### src/csf_pkg.sv
/*
  Shared constants and types for the CPU status flag logic.
  Assumes one core clock and one asynchronous active-high reset.
*/
// Functional notes
// - Eight-bit flags, upper four testable by jumps
// - Flag update colliding with flags write: undefined
// - Logic ops update flags; loads leave them
// - Overflow bit 4 on signed range exceed
// - Logic operations always clear overflow
// - Sign bit 5 copies result MSB
// - Zero bit 6 set on all-zero result
// - Carry bit 7 on carry/borrow at MSB
// - Rotate/shift carry takes last bit out
// - Set, clear and complement carry instructions
// - Flags mapped at register address D5h
// - Working 0-15, registers 0-255, pairs even
// - Relative target: signed offset plus next PC
// - Direct and long addresses span 0-8191
// - Interrupt pushes PC low, high, flags
package csf_pkg;

  // ****************************************
  // Register map and field layout
  // ****************************************
  localparam logic [7:0] CSF_FLAGS_ADDR = 8'hD5;
  localparam logic [7:0] CSF_FLAGS_RST = 8'h00;
  localparam int CSF_BIT_V = 4;
  localparam int CSF_BIT_S = 5;
  localparam int CSF_BIT_Z = 6;
  localparam int CSF_BIT_C = 7;
  localparam int CSF_PC_W = 13;
  localparam int CSF_SMAX = 127;
  localparam int CSF_SMIN = -128;
  localparam logic [2:0] CSF_DA_HIGH_ZERO = 3'h0;
  localparam logic [7:0] CSF_BYTE_ZERO = 8'h00;

  // ****************************************
  // Operation and sequencer types
  // ****************************************
  typedef enum logic [4:0] {
    CSF_OP_LOAD = 5'h00,
    CSF_OP_ADD = 5'h01,
    CSF_OP_ADC = 5'h02,
    CSF_OP_SUB = 5'h03,
    CSF_OP_SBC = 5'h04,
    CSF_OP_CP = 5'h05,
    CSF_OP_INC = 5'h06,
    CSF_OP_DEC = 5'h07,
    CSF_OP_AND = 5'h08,
    CSF_OP_OR = 5'h09,
    CSF_OP_XOR = 5'h0A,
    CSF_OP_COM = 5'h0B,
    CSF_OP_TM = 5'h0C,
    CSF_OP_TCM = 5'h0D,
    CSF_OP_RL = 5'h0E,
    CSF_OP_RLC = 5'h0F,
    CSF_OP_RR = 5'h10,
    CSF_OP_RRC = 5'h11,
    CSF_OP_SRA = 5'h12,
    CSF_OP_SCF = 5'h13,
    CSF_OP_RCF = 5'h14,
    CSF_OP_CCF = 5'h15
  } csf_op_t;

  typedef enum logic [7:0] {
    CSF_SQ_IDLE = 8'h01,
    CSF_SQ_PUSH_LO = 8'h02,
    CSF_SQ_PUSH_HI = 8'h04,
    CSF_SQ_PUSH_FL = 8'h08,
    CSF_SQ_POP_FL = 8'h10,
    CSF_SQ_POP_HI = 8'h20,
    CSF_SQ_POP_LO = 8'h40,
    CSF_SQ_POP_END = 8'h80
  } csf_seq_t;

endpackage : csf_pkg

### src/csf_alu_if.sv
/*
  Carrier between the flag unit and its result/flag generator.
  Assumes both ends sit on the same core clock.
*/
`timescale 1ns/10ps
`default_nettype none
interface csf_alu_if;
  import csf_pkg::*;
  csf_op_t op;
  logic [7:0] a;
  logic [7:0] b;
  logic cin;
  logic [7:0] res;
  logic cout;
  logic vout;
  logic updC;
  logic updZsv;
  logic isLogic;
  logic wrRes;

  modport core (output op, a, b, cin,
    input res, cout, vout, updC, updZsv, isLogic, wrRes);
  modport alu (input op, a, b, cin,
    output res, cout, vout, updC, updZsv, isLogic, wrRes);
endinterface : csf_alu_if
`default_nettype wire

### src/csf_alu.sv
/*
  Combinational result, carry and overflow generator.
  Assumes operands and carry-in are held stable by the flag unit.
*/
`timescale 1ns/10ps
`default_nettype none
module csf_alu
  import csf_pkg::*;
(
  csf_alu_if.alu bus
);

  // Add with carry-in, returns {overflow, carry, sum}
  function automatic logic [9:0] csfAdd(input logic [7:0] x,
      input logic [7:0] y, input logic ci);
    logic [8:0] s;
    s = {1'b0, x} + {1'b0, y} + {8'h00, ci};
    csfAdd = {(x[7] == y[7]) && (s[7] != x[7]), s};
  endfunction : csfAdd

  logic [9:0] addR;
  logic [9:0] adcR;
  logic [9:0] subR;
  logic [9:0] sbcR;
  logic [9:0] incR;
  logic [9:0] decR;

  // Adders for the arithmetic group
  assign addR = csfAdd(bus.a, bus.b, 1'b0);
  assign adcR = csfAdd(bus.a, bus.b, bus.cin);
  assign subR = csfAdd(bus.a, ~bus.b, 1'b1);
  assign sbcR = csfAdd(bus.a, ~bus.b, ~bus.cin);
  assign incR = csfAdd(bus.a, 8'h01, 1'b0);
  assign decR = csfAdd(bus.a, 8'hFF, 1'b0);

  // Result, carry and overflow per operation
  always_comb begin
    bus.res = bus.b;
    bus.cout = bus.cin;
    bus.vout = 1'b0;
    bus.updC = 1'b0;
    bus.updZsv = 1'b1;
    bus.isLogic = 1'b0;
    bus.wrRes = 1'b1;
    case (bus.op)
      CSF_OP_LOAD: begin
        bus.updZsv = 1'b0;
      end
      CSF_OP_ADD: begin
        {bus.vout, bus.cout, bus.res} = addR;
        bus.updC = 1'b1;
      end
      CSF_OP_ADC: begin
        {bus.vout, bus.cout, bus.res} = adcR;
        bus.updC = 1'b1;
      end
      CSF_OP_SUB, CSF_OP_CP: begin
        {bus.vout, bus.res} = {subR[9], subR[7:0]};
        bus.cout = ~subR[8];
        bus.updC = 1'b1;
        bus.wrRes = (bus.op == CSF_OP_SUB);
      end
      CSF_OP_SBC: begin
        {bus.vout, bus.res} = {sbcR[9], sbcR[7:0]};
        bus.cout = ~sbcR[8];
        bus.updC = 1'b1;
      end
      CSF_OP_INC: {bus.vout, bus.res} = {incR[9], incR[7:0]};
      CSF_OP_DEC: {bus.vout, bus.res} = {decR[9], decR[7:0]};
      CSF_OP_AND, CSF_OP_OR, CSF_OP_XOR, CSF_OP_COM,
      CSF_OP_TM, CSF_OP_TCM: begin
        bus.isLogic = 1'b1;
        bus.wrRes = !(bus.op == CSF_OP_TM || bus.op == CSF_OP_TCM);
        case (bus.op)
          CSF_OP_AND, CSF_OP_TM: bus.res = bus.a & bus.b;
          CSF_OP_OR: bus.res = bus.a | bus.b;
          CSF_OP_XOR: bus.res = bus.a ^ bus.b;
          CSF_OP_COM: bus.res = ~bus.a;
          default: bus.res = ~bus.a & bus.b;
        endcase
      end
      CSF_OP_RL, CSF_OP_RLC: begin
        bus.res = {bus.a[6:0],
          (bus.op == CSF_OP_RL) ? bus.a[7] : bus.cin};
        bus.cout = bus.a[7];
        bus.vout = bus.a[7] ^ bus.a[6];
        bus.updC = 1'b1;
      end
      CSF_OP_RR, CSF_OP_RRC, CSF_OP_SRA: begin
        case (bus.op)
          CSF_OP_RR: bus.res = {bus.a[0], bus.a[7:1]};
          CSF_OP_RRC: bus.res = {bus.cin, bus.a[7:1]};
          default: bus.res = {bus.a[7], bus.a[7:1]};
        endcase
        bus.cout = bus.a[0];
        // Sign change between operand and result, SRA keeps sign
        bus.vout = (bus.op == CSF_OP_SRA) ? 1'b0 : bus.a[7] ^ bus.res[7];
        bus.updC = 1'b1;
      end
      CSF_OP_SCF, CSF_OP_RCF, CSF_OP_CCF: begin
        bus.cout = (bus.op == CSF_OP_SCF) ? 1'b1 :
          (bus.op == CSF_OP_RCF) ? 1'b0 : ~bus.cin;
        bus.updC = 1'b1;
        bus.updZsv = 1'b0;
        bus.wrRes = 1'b0;
      end
      default: begin
        bus.updZsv = 1'b0;
        bus.wrRes = 1'b0;
      end
    endcase
  end

endmodule : csf_alu
`default_nettype wire

### src/csf_flag_unit.sv
/*
  Status flag unit: flag register, register-port access, operand and
  branch address decoding, interrupt save and restore of PC and flags.
  Assumes the register file and stack memory outside share mclk; stack
  reads return data on the cycle after the read strobe.
*/
`timescale 1ns/10ps
`default_nettype none
module csf_flag_unit
  import csf_pkg::*;
(
  input wire logic mclk,
  input wire logic reset,
  input wire logic opValid,
  input wire csf_op_t opCode,
  input wire logic [7:0] opA,
  input wire logic [7:0] opB,
  output logic opReady,
  output logic [7:0] result,
  output logic resultWrite,
  input wire logic [7:0] regAddr,
  input wire logic regWrEn,
  input wire logic [7:0] regWrData,
  input wire logic regRdEn,
  output logic [7:0] regRdData,
  output logic regRdHit,
  output logic [7:0] flags,
  output logic [3:0] condFlags,
  output logic flagCollision,
  input wire logic [3:0] wkNum,
  input wire logic [7:0] opndReg,
  input wire logic [7:0] opndPair,
  output logic [7:0] opndRegAddr,
  output logic wkPairOk,
  output logic pairOk,
  input wire logic brValid,
  input wire logic [CSF_PC_W-1:0] nextPc,
  input wire logic [7:0] brOffset,
  output logic [CSF_PC_W-1:0] brTarget,
  input wire logic [15:0] daField,
  output logic [CSF_PC_W-1:0] daAddr,
  output logic daOk,
  input wire logic intAck,
  input wire logic iretReq,
  input wire logic [CSF_PC_W-1:0] pcIn,
  output logic stkWrEn,
  output logic [7:0] stkWrData,
  output logic stkRdEn,
  input wire logic [7:0] stkRdData,
  output logic [CSF_PC_W-1:0] pcRestore,
  output logic pcLoad,
  output logic seqBusy
);

  // ****************************************
  // Helpers
  // ****************************************
  function automatic logic isEven(input logic [7:0] v);
    isEven = ~v[0];
  endfunction : isEven

  function automatic logic [CSF_PC_W-1:0] relTarget(
      input logic [CSF_PC_W-1:0] pc, input logic [7:0] off);
    relTarget = pc + {{(CSF_PC_W-8){off[7]}}, off};
  endfunction : relTarget

  // ****************************************
  // Declarations
  // ****************************************
  csf_alu_if aluBus();
  logic [7:0] flags_r;
  logic [7:0] flags_nxt;
  logic [7:0] result_r;
  logic resultWrite_r;
  logic [7:0] regRdData_r;
  logic regRdHit_r;
  logic flagCollision_r;
  logic [7:0] opndRegAddr_r;
  logic wkPairOk_r;
  logic pairOk_r;
  logic [CSF_PC_W-1:0] brTarget_r;
  logic [CSF_PC_W-1:0] daAddr_r;
  logic daOk_r;
  csf_seq_t seq_r;
  csf_seq_t seq_nxt;
  logic [CSF_PC_W-1:0] pcHold_r;
  logic [7:0] stkData_r;
  logic [7:0] stkData_nxt;
  logic [7:0] pcHi_r;
  logic [CSF_PC_W-1:0] pcRestore_r;
  logic pcLoad_r;
  logic seqIdle;
  logic opTake;
  logic flagRegWr;
  logic zeroRes;
  logic [7:0] aluFlags;
  logic [7:0] pcHiByte;

  // ****************************************
  // Result and flag generation
  // ****************************************
  csf_alu uAlu (
    .bus(aluBus.alu)
  );

  // Operand drive and flag assembly
  assign aluBus.op = opCode;
  assign aluBus.a = opA;
  assign aluBus.b = opB;
  assign aluBus.cin = flags_r[CSF_BIT_C];
  assign seqIdle = (seq_r == CSF_SQ_IDLE);
  assign opTake = opValid && seqIdle;
  assign flagRegWr = regWrEn && (regAddr == CSF_FLAGS_ADDR);
  assign zeroRes = (aluBus.res == CSF_BYTE_ZERO);
  assign aluFlags = {aluBus.cout, zeroRes, aluBus.res[7],
    aluBus.vout && !aluBus.isLogic, flags_r[3:0]};

  // Next flags: register write, then operation, then restore; last wins
  always_comb begin
    flags_nxt = flags_r;
    if (flagRegWr) begin
      flags_nxt = regWrData;
    end
    if (opTake && aluBus.updZsv) begin
      flags_nxt[CSF_BIT_Z:CSF_BIT_V] = aluFlags[CSF_BIT_Z:CSF_BIT_V];
    end
    if (opTake && aluBus.updC) begin
      flags_nxt[CSF_BIT_C] = aluFlags[CSF_BIT_C];
    end
    if (seq_r == CSF_SQ_POP_HI) begin
      flags_nxt = stkRdData;
    end
  end

  // Flag register and result capture
  always_ff @(posedge mclk or posedge reset) begin
    if (reset) begin
      flags_r <= CSF_FLAGS_RST;
      result_r <= CSF_BYTE_ZERO;
      resultWrite_r <= 1'b0;
      flagCollision_r <= 1'b0;
    end else begin
      flags_r <= flags_nxt;
      result_r <= opTake ? aluBus.res : result_r;
      resultWrite_r <= opTake && aluBus.wrRes;
      flagCollision_r <= flagRegWr && opTake &&
        (aluBus.updC || aluBus.updZsv);
    end
  end

  // ****************************************
  // Register port read
  // ****************************************
  always_ff @(posedge mclk or posedge reset) begin
    if (reset) begin
      regRdData_r <= CSF_BYTE_ZERO;
      regRdHit_r <= 1'b0;
    end else begin
      regRdHit_r <= regRdEn && (regAddr == CSF_FLAGS_ADDR);
      regRdData_r <= (regRdEn && regAddr == CSF_FLAGS_ADDR) ?
        flags_r : CSF_BYTE_ZERO;
    end
  end

  // ****************************************
  // Operand, branch and direct address decode
  // ****************************************
  always_ff @(posedge mclk or posedge reset) begin
    if (reset) begin
      opndRegAddr_r <= CSF_BYTE_ZERO;
      wkPairOk_r <= 1'b0;
      pairOk_r <= 1'b0;
      brTarget_r <= '0;
      daAddr_r <= '0;
      daOk_r <= 1'b0;
    end else begin
      opndRegAddr_r <= opndReg;
      wkPairOk_r <= isEven({4'h0, wkNum});
      pairOk_r <= isEven(opndPair);
      if (brValid) begin
        brTarget_r <= relTarget(nextPc, brOffset);
      end
      daAddr_r <= daField[CSF_PC_W-1:0];
      daOk_r <= (daField[15:CSF_PC_W] == CSF_DA_HIGH_ZERO);
    end
  end

  // ****************************************
  // Interrupt save and restore sequencer
  // ****************************************
  assign pcHiByte = {{(16-CSF_PC_W){1'b0}}, pcHold_r[CSF_PC_W-1:8]};

  // Next state and next stacked byte
  always_comb begin
    seq_nxt = seq_r;
    stkData_nxt = stkData_r;
    case (seq_r)
      CSF_SQ_IDLE: begin
        if (intAck) begin
          seq_nxt = CSF_SQ_PUSH_LO;
          stkData_nxt = pcIn[7:0];
        end else if (iretReq) begin
          seq_nxt = CSF_SQ_POP_FL;
        end
      end
      CSF_SQ_PUSH_LO: begin
        seq_nxt = CSF_SQ_PUSH_HI;
        stkData_nxt = pcHiByte;
      end
      CSF_SQ_PUSH_HI: begin
        seq_nxt = CSF_SQ_PUSH_FL;
        stkData_nxt = flags_r;
      end
      CSF_SQ_PUSH_FL: seq_nxt = CSF_SQ_IDLE;
      CSF_SQ_POP_FL: seq_nxt = CSF_SQ_POP_HI;
      CSF_SQ_POP_HI: seq_nxt = CSF_SQ_POP_LO;
      CSF_SQ_POP_LO: seq_nxt = CSF_SQ_POP_END;
      CSF_SQ_POP_END: seq_nxt = CSF_SQ_IDLE;
      default: seq_nxt = CSF_SQ_IDLE;
    endcase
  end

  // Sequencer registers
  always_ff @(posedge mclk or posedge reset) begin
    if (reset) begin
      seq_r <= CSF_SQ_IDLE;
      stkData_r <= CSF_BYTE_ZERO;
      pcHold_r <= '0;
      pcHi_r <= CSF_BYTE_ZERO;
      pcRestore_r <= '0;
      pcLoad_r <= 1'b0;
    end else begin
      seq_r <= seq_nxt;
      stkData_r <= stkData_nxt;
      pcHold_r <= (seqIdle && intAck) ? pcIn : pcHold_r;
      pcHi_r <= (seq_r == CSF_SQ_POP_LO) ? stkRdData : pcHi_r;
      pcLoad_r <= (seq_r == CSF_SQ_POP_END);
      if (seq_r == CSF_SQ_POP_END) begin
        pcRestore_r <= {pcHi_r[CSF_PC_W-9:0], stkRdData};
      end
    end
  end

  // ****************************************
  // Outputs
  // ****************************************
  assign opReady = seqIdle;
  assign result = result_r;
  assign resultWrite = resultWrite_r;
  assign regRdData = regRdData_r;
  assign regRdHit = regRdHit_r;
  assign flags = flags_r;
  assign condFlags = flags_r[CSF_BIT_C:CSF_BIT_V];
  assign flagCollision = flagCollision_r;
  assign opndRegAddr = opndRegAddr_r;
  assign wkPairOk = wkPairOk_r;
  assign pairOk = pairOk_r;
  assign brTarget = brTarget_r;
  assign daAddr = daAddr_r;
  assign daOk = daOk_r;
  assign stkWrEn = (seq_r == CSF_SQ_PUSH_LO) || (seq_r == CSF_SQ_PUSH_HI)
    || (seq_r == CSF_SQ_PUSH_FL);
  assign stkWrData = stkData_r;
  assign stkRdEn = (seq_r == CSF_SQ_POP_FL) || (seq_r == CSF_SQ_POP_HI)
    || (seq_r == CSF_SQ_POP_LO);
  assign pcRestore = pcRestore_r;
  assign pcLoad = pcLoad_r;
  assign seqBusy = !seqIdle;

  logic [8:0] chkSum;
  logic signed [9:0] chkSSum;
  logic chkPlain;
  assign chkSum = {1'b0, opA} + {1'b0, opB};
  assign chkSSum = $signed({opA[7], opA[7], opA}) +
    $signed({opB[7], opB[7], opB});
  assign chkPlain = opTake && !flagRegWr;
endmodule : csf_flag_unit
`default_nettype wire

### config.mk
export PLATFORM = sky130hd
export DESIGN_NAME = csf_flag_unit
export DESIGN_NICKNAME = d
export VERILOG_FILES = /design/src/csf_pkg.sv /design/src/csf_alu_if.sv /design/src/csf_alu.sv /design/src/csf_flag_unit.sv
export SDC_FILE = /design/constraint.sdc
export NUM_CORES = 1
export LEC_CHECK = 0
export BUFFER_PORTS_ARGS = -buffer_cell sky130_fd_sc_hd__buf_4
export CORE_MARGIN = 5
export CORE_UTILIZATION = 45
export DETAILED_ROUTE_END_ITERATION = 8
export PLACE_DENSITY = 0.72
export RECOVER_POWER = 100
export SLEW_MARGIN = 40
export SYNTH_ARGS = -nofsm -noshare
export SYNTH_HDL_FRONTEND = slang
export SYNTH_SLANG_ARGS = --single-unit
### constraint.sdc
create_clock -name mclk -period 6 [get_ports mclk]
set_input_delay 0.3 -clock mclk [delete_from_list [all_inputs] [get_ports mclk]]
set_output_delay 0.3 -clock mclk [all_outputs]
set_load 0.02 [all_outputs]
==> run_results.csv, run 1 <==
group,metric,value,unit
placement,placed_cell_area,0.00905,mm²
timing,fmaxAchievable,243,MHz
timing,final.period_utilization,68.5,%
synthesis,synthesis.nets,1023,
drt,wl,24200,µm
clocking,clk_path_buf_depth,2,
clocking,cts.clk_slew.worst_paths,0.07,ns
clocking,insertion_delay,0.35,ns
die,dieArea,0.0193,mm²
grt,grt_start_max_net_pins,60,
pwr,total_power,2.80,mW
pwr,p_leak,4.01,nW
cells_and_area,antenna_cells,0,
pwr,peakVddDrop,189,µV
clocking,cts.sinks,104,
die,fp.dieW,139,µm
cells_and_area,final_net_count,1191,
drt,drc,0,
cells_and_area,finish.instance_area,0.00898,mm²
worst_setup_path,r2r_start,"flags[7]",
placement,gp_congestion,0.990,
drt,drt_iter0_drc,569,
timing,fin_skew,0.0126,ns
clocking,htree_levels,3,
worst_setup_path,r2r-end,"flags[6]",
drt,firstDrtPassIters,5,
drt,drt-met1-wl,10200,µm
worst_setup_path,crit_arrival,4.40,ns
placement,pre_cts_slack,2.15,ns
synthesis,synth-edff-count,0,
worst_setup_path,cp_max_fo,12,
synthesis,synthArstFlopShare,100,%
synthesis,yosys_warnings,0,
min_path,hold_end,"daAddr[2]",
placement,place_hpwl,18900,µm
cells_and_area,fill_cells,1613,
drt,antenna_left,0,
die,coreArea,0.0164,mm²
cells_and_area,area_growth,20.4,%
drt,wl_met2,11300,µm
timing,finalMaxSlewViolations,48,
grt,grt_overflow,0,
clocking,cts_hold_buf,0,
timing,hold_viol,0,
timing,relSlewSlack,-27.9,%
min_path,holdPathStages,1,
drt,wl_met3,1940,µm
worst_setup_path,rrSetupSlack,2.51,ns
timing,finalSetupTns,0,ns
grt,grt_pass1_wl,37800,µm
clocking,tritoncts,"yes",
synthesis,synth_area,0.00746,mm²
grt,track_usage,24.3,%
worst_setup_path,crit_path_start_kind,"input pin",
worst_setup_path,rr_worst_depth,9,
cells_and_area,final_core_util,54.8,%
synthesis,syn_avg_cell_area,8.76,µm²
timing,period_needed,4.11,ns
synthesis,synthFlopType,"dfrtp_1",
synthesis,synth_cells,852,
clocking,post_cts_resized,0,
timing,tightest_slew,1.91,ns
clocking,cts_root_buf,"clkbuf_16",
die,rows,47,
drt,top_layer_used,"met4",
die,start_util,45.5,%
worst_setup_path,crit_required,6.29,ns
grt,antenna_found_initial,0,
timing,rsz0062_at_grt,"no",
timing,worst_slack,1.89,ns
cells_and_area,drive_above_1_share,17.6,%
grt,first_global_vias,6740,
die,die_h,139,µm
pwr,power_density,312,mW/mm²
synthesis,ys_types,79,
clocking,cts_setup_buffers,0,
timing,setup_violations,0,
status,violations,"max-capacitance violations, max-slew violations",
drt,vias,7311,
min_path,worstHoldPathType,"in -> reg",
die,ios,217,
synthesis,ys_ff_latch,104,
clocking,cts_made_buffers,9,
worst_setup_path,end_kind,"register",
worst_setup_path,path_class,"in -> reg",
status,status,"finished, violations left",
drt,wire_per_inst,19.5,µm
flow_run,drv_cap,2,
min_path,min_from,"daField[2]",
synthesis,yosysSeqAreaShare,34.9,%
drt,viasPerCell,5.87,
placement,portBuffers,206,
==> critical path, stage by stage <==
cell and delay [ns]:
clkbuf_1 0.52, inv_1 0.31, ha_1 0.44, a211oi_1 0.51, nor2_1 0.15, a311oi_1 0.70, nor4_1 0.25, and3_1 0.26
o31a_1 0.28, a32oi_1 0.41, o221a_2 0.26
==> registers in the layout (all words and copies together), names as in the netlist <==
register / count
brTarget: 13
daAddr: 13
pcRestore: 13
flags: 8
opndRegAddr: 8
regRdData: 8
result: 8
seq_r: 8
stkWrData: 8
pcHi_r: 5
pcHold_r: 5
daOk: 1
flagCollision: 1
pairOk: 1
pcLoad: 1
regRdHit: 1
resultWrite: 1
wkPairOk: 1
==> cells in the final DEF (no fill, tap or decap), drive strengths merged, types with 9 or more instances in the layout <==
cell    instances
ha             45
a22oi          15
inv            47
nor4           11
o21ai          37
nand2b         14
dfrtp         103
buf            83
mux2           25
xor2           15
nor2           60
o22ai           9
nand3          22
a211oi          9
and3           17
nor2b          10
a21oi          51
a31oi          13
xnor2          27
nand3b          9
nor3           22
nand2         103
clkbuf        133
==> through the flow <==
step	hold WS [ns]	std cells
4_1_cts	0.0198	1245
5_1_grt	0.0585	1245
6_report	0.0707	1245
3_5_place_dp	0.400	1229
3_3_place_gp	0.396	1229
2_1_floorplan	0.331	852
==> report_power, final <==
group          switching [mW]  total (mW)  leakage, nW  internal (mW)
registers               0.131        1.01         1.24          0.881
logic                   0.779        1.20         2.62          0.420
clock network           0.263       0.590        0.144          0.328
==> synthesized netlist by cell type (4+ instances only) <==
cell type	count	area, µm²
buf_1	4	15.0
o311ai_0	4	35.0
nand2b_1	14	87.6
or2_2	6	37.5
nor2b_1	10	62.6
nand4b_1	5	43.8
nor2_1	60	225
xor2_1	15	131
ha_1	45	563
a221oi_1	6	52.6
buf_2	9	45.0
or3_1	8	50.1
a31oi_1	13	81.3
a21o_1	5	37.5
dfrtp_1	103	2580
o211ai_1	6	45.0
nor3_1	22	110
a22oi_1	15	113
buf_6	4	45.0
nor4_1	11	68.8
nor3b_1	4	30.0
o221a_2	5	56.3
o22ai_1	9	56.3
o31ai_1	5	37.5
mux2_2	25	282
xnor2_1	26	228
a21oi_1	51	255
nand3b_1	9	67.6
and3_1	16	100
a211oi_1	9	67.6
a32oi_1	4	35.0
a22o_1	6	52.6
clkbuf_1	27	101
nand4_1	4	25.0
inv_1	46	173
nand3_1	22	110
buf_4	6	45.0
mux2i_1	5	50.1
nand2_1	103	387
or3b_2	4	35.0
o21ai_0	35	175
or4_1	6	45.0
==> how the worst max path moves through the flow <==
| stage | from | endpoint | slack (ns) | cells past startpoint |
|---|---|---|---|---|
| after floorplan | opA[0] | flags[6] | 2.47 | 12 |
| after global placement | opA[2] | flags[6] | 2.16 | 11 |
| after detailed placement | opA[2] | flags[6] | 2.15 | 11 |
| after CTS | opA[2] | flags[6] | 2.50 | 11 |
| after global routing | opA[1] | flags[5] | 1.69 | 11 |
| final | opA[1] | flags[5] | 1.89 | 11 |
==> kinds of logic after synthesis <==
group / count (synthesis) / share of synthesized area, %
flip-flops: 104 / 34.9
AND/OR/NAND/NOR: 318 / 21.8
multiplexers: 30 / 4.44
adder cells (fa/ha/maj): 48 / 8.35
AO/OA/AOI/OAI: 214 / 19.8
XOR/XNOR: 42 / 5.03
buffers and inverters: 96 / 5.68
==> layout make-up <==
type                    instances  area, µm²  share of cell area, %
clock buffers                   9        225                   2.51
repair buffers                207       1190                   13.3
clock inverters                 7       78.8                  0.877
well taps                     220        275                   3.06
flip-flops and latches        104       2600                   29.0
inverters                      46        174                   1.94
multi-input cells             652       4430                   49.4
==> routing by layer <==
metal,up-vias,GRT usage [%]
li1,3425,-
met1,3474,31.7
met2,351,39.2
met3,61,5.59
met4,0,9.89
met5,-,0
Power figures use the tool's default switching activity.
==> inputs of run 2 (changes only) <==
--- a/config.mk
+++ b/config.mk
@@ -9,7 +9,7 @@
 export CORE_MARGIN = 5
 export CORE_UTILIZATION = 45
 export DETAILED_ROUTE_END_ITERATION = 8
-export PLACE_DENSITY = 0.72
+export PLACE_DENSITY = 0.75
 export RECOVER_POWER = 100
 export SLEW_MARGIN = 40
 export SYNTH_ARGS = -nofsm -noshare
==> constraint.sdc (replaced) <==
create_clock -name mclk -period 3.41 [get_ports mclk]
set_input_delay 0.1705 -clock mclk [delete_from_list [all_inputs] [get_ports mclk]]
set_output_delay 0.1705 -clock mclk [all_outputs]
set_load 0.02 [all_outputs]
==> run_results.csv, run 2 (same netlist as run 1, synthesis figures left out) <==
group,metric,value,unit
clocking,post_cts_resized,0,
drt,wl,26000,µm
cells_and_area,area_growth,27.5,%
worst_setup_path,end_kind,"register",
worst_setup_path,cp_max_fo,6,
drt,antenna_left,0,
worst_setup_path,cp_common_cell,"or4_1",
placement,placed_cell_area,0.00936,mm²
worst_setup_path,path_cells,"inv_1 > ha_1 > ha_1 > a221oi_2 > o221ai_1 > or4_1 > or4_1 > or4_1 > o31ai_2",
drt,firstDrtPassIters,6,
placement,portBuffers,206,
flow_run,drv_cap,1,
placement,place_hpwl,19800,µm
worst_setup_path,r2r_start,"flags[7]",
worst_setup_path,rr_worst_depth,9,
die,dieArea,0.0193,mm²
worst_setup_path,rrSetupSlack,0.17,ns
worst_setup_path,critPathSlowestCell,"or4_1",
worst_setup_path,path_class,"reg -> reg",
pwr,peakVddDrop,317,µV
drt,drc,0,
pwr,p_leak,4.31,nW
min_path,holdPathStages,2,
drt,wire_per_inst,19.8,µm
clocking,cts.clk_slew.worst_paths,0.06,ns
timing,finalMaxSlewViolations,54,
die,coreArea,0.0164,mm²
timing,relSlewSlack,-29.6,%
status,status,"finished, violations left",
drt,viasPerCell,5.77,
drt,drt_iter0_drc,672,
cells_and_area,antenna_cells,0,
grt,grt_overflow,0,
timing,hold_viol,0,
min_path,min_from,"iretReq",
timing,tightest_slew,1.94,ns
grt,grt_pass1_wl,40900,µm
drt,vias,7569,
pwr,power_density,526,mW/mm²
worst_setup_path,r2r-end,"flags[6]",
placement,gp_congestion,0.979,
clocking,tritoncts,"yes",
clocking,cts_made_buffers,9,
die,start_util,45.5,%
timing,rsz0062_at_grt,"no",
cells_and_area,final_core_util,58.0,%
timing,period_needed,3.24,ns
cells_and_area,finish.instance_area,0.00952,mm²
timing,setup_violations,0,
timing,final.period_utilization,95.0,%
worst_setup_path,crit_arrival,3.49,ns
status,violations,"max-capacitance violations, max-slew violations",
cells_and_area,layout_commonest_cell,"buf_4",
worst_setup_path,crit_path_start_kind,"register",
worst_setup_path,crit_required,3.66,ns
die,die_h,139,µm
grt,grt_start_max_net_pins,54,
min_path,hold_end,"seq_r[0]",
timing,fin_skew,0.0117,ns
cells_and_area,mostFrequentLayoutCells,"buf_4, nand2_1, dfrtp_1, clkbuf_1, nor2_1",
grt,track_usage,26.3,%
clocking,clk_path_buf_depth,2,
timing,fmaxAchievable,309,MHz
clocking,cts.sinks,104,
cells_and_area,drive_above_1_share,19.6,%
clocking,cts_root_buf,"clkbuf_16",
grt,antenna_found_initial,1,
die,ios,217,
worst_setup_path,slowest_delay,0.54,ns
min_path,worstHoldPathType,"in -> reg",
clocking,htree_levels,3,
die,rows,47,
die,fp.dieW,139,µm
grt,first_global_vias,7351,
cells_and_area,final_net_count,1258,
clocking,insertion_delay,0.34,ns
## run 2: changes by cell type in the layout (fill, tap and decap cells not counted), sizes merged
cell,delta
buf,+36
clkbuf,+5
clkinv,+2
clkinvlp,-2
dlygate4sd3,+26
inv,-1
## run 2: critical path, delay by kind of cell (launching register included)
family	cells	cell delay, ns
AOI/OAI and AO/OA	3	0.57
DFF	1	0.49
and+or+nand+nor	3	1.45
adders and majority gates	2	0.55
buffers and inverters	1	0.08
## run 2: area by class of cell
type / instances / area, µm²
fill: 1553 / 6890
sequential: 104 / 2600
inverter: 46 / 173
clock inverter: 6 / 61.3
clock buffer: 9 / 225
multi-input combinational: 652 / 4440
tap: 220 / 275
timing repair buffer: 274 / 1740
## run 2: power by group
part	internal, mW	switching [mW]	total [mW]
Combinational	0.812	1.43	2.24
Clock	0.562	0.429	0.991
Sequential	1.55	0.225	1.77
## run 2: stage by stage
stage | setup TNS (ns) | cells | hold slack (ns) | setup slack, ns | total power [mW]
floorplan | 0 | 852 | 0.202 | 0.0101 | 3.23
global route | 0 | 1311 | 0.0225 | 0.0531 | 5.34
CTS | 0 | 1311 | 0.00556 | 0.191 | 5.28
detailed placement | -0.0715 | 1270 | 0.281 | -0.0715 | 4.26
global placement | 0 | 1270 | 0.280 | 0.00626 | 4.20
finish | 0 | 1311 | 0.0175 | 0.172 | 5.01
## run 2: how the worst max path moves through the flow
stage | from | end | slack (ns) | depth (start not counted)
global placement | opB[0] | flags[6] | 0.006 | 11
floorplan | opA[0] | flags[6] | 0.01 | 12
detailed placement | opB[0] | flags[6] | -0.07 | 11
CTS | flags[7] | flags[6] | 0.19 | 9
global route | opA[0] | flags[5] | 0.05 | 11
finish | flags[7] | flags[6] | 0.17 | 9
## run 2: layer usage
layer	vias up	wire length (µm)	GRT usage (%)
met1	3585	10400	33.2
met2	373	12500	44.5
met3	61	2070	5.55
met5	-	7	0
li1	3548	-	-
met4	2	1000	9.68
## run 2: timing repair
item | 4_1_cts | 5_1_grt
hold buffers | 26 | 0
hold endpoints to repair | 75 | 0
buffers inserted | 0 | 0
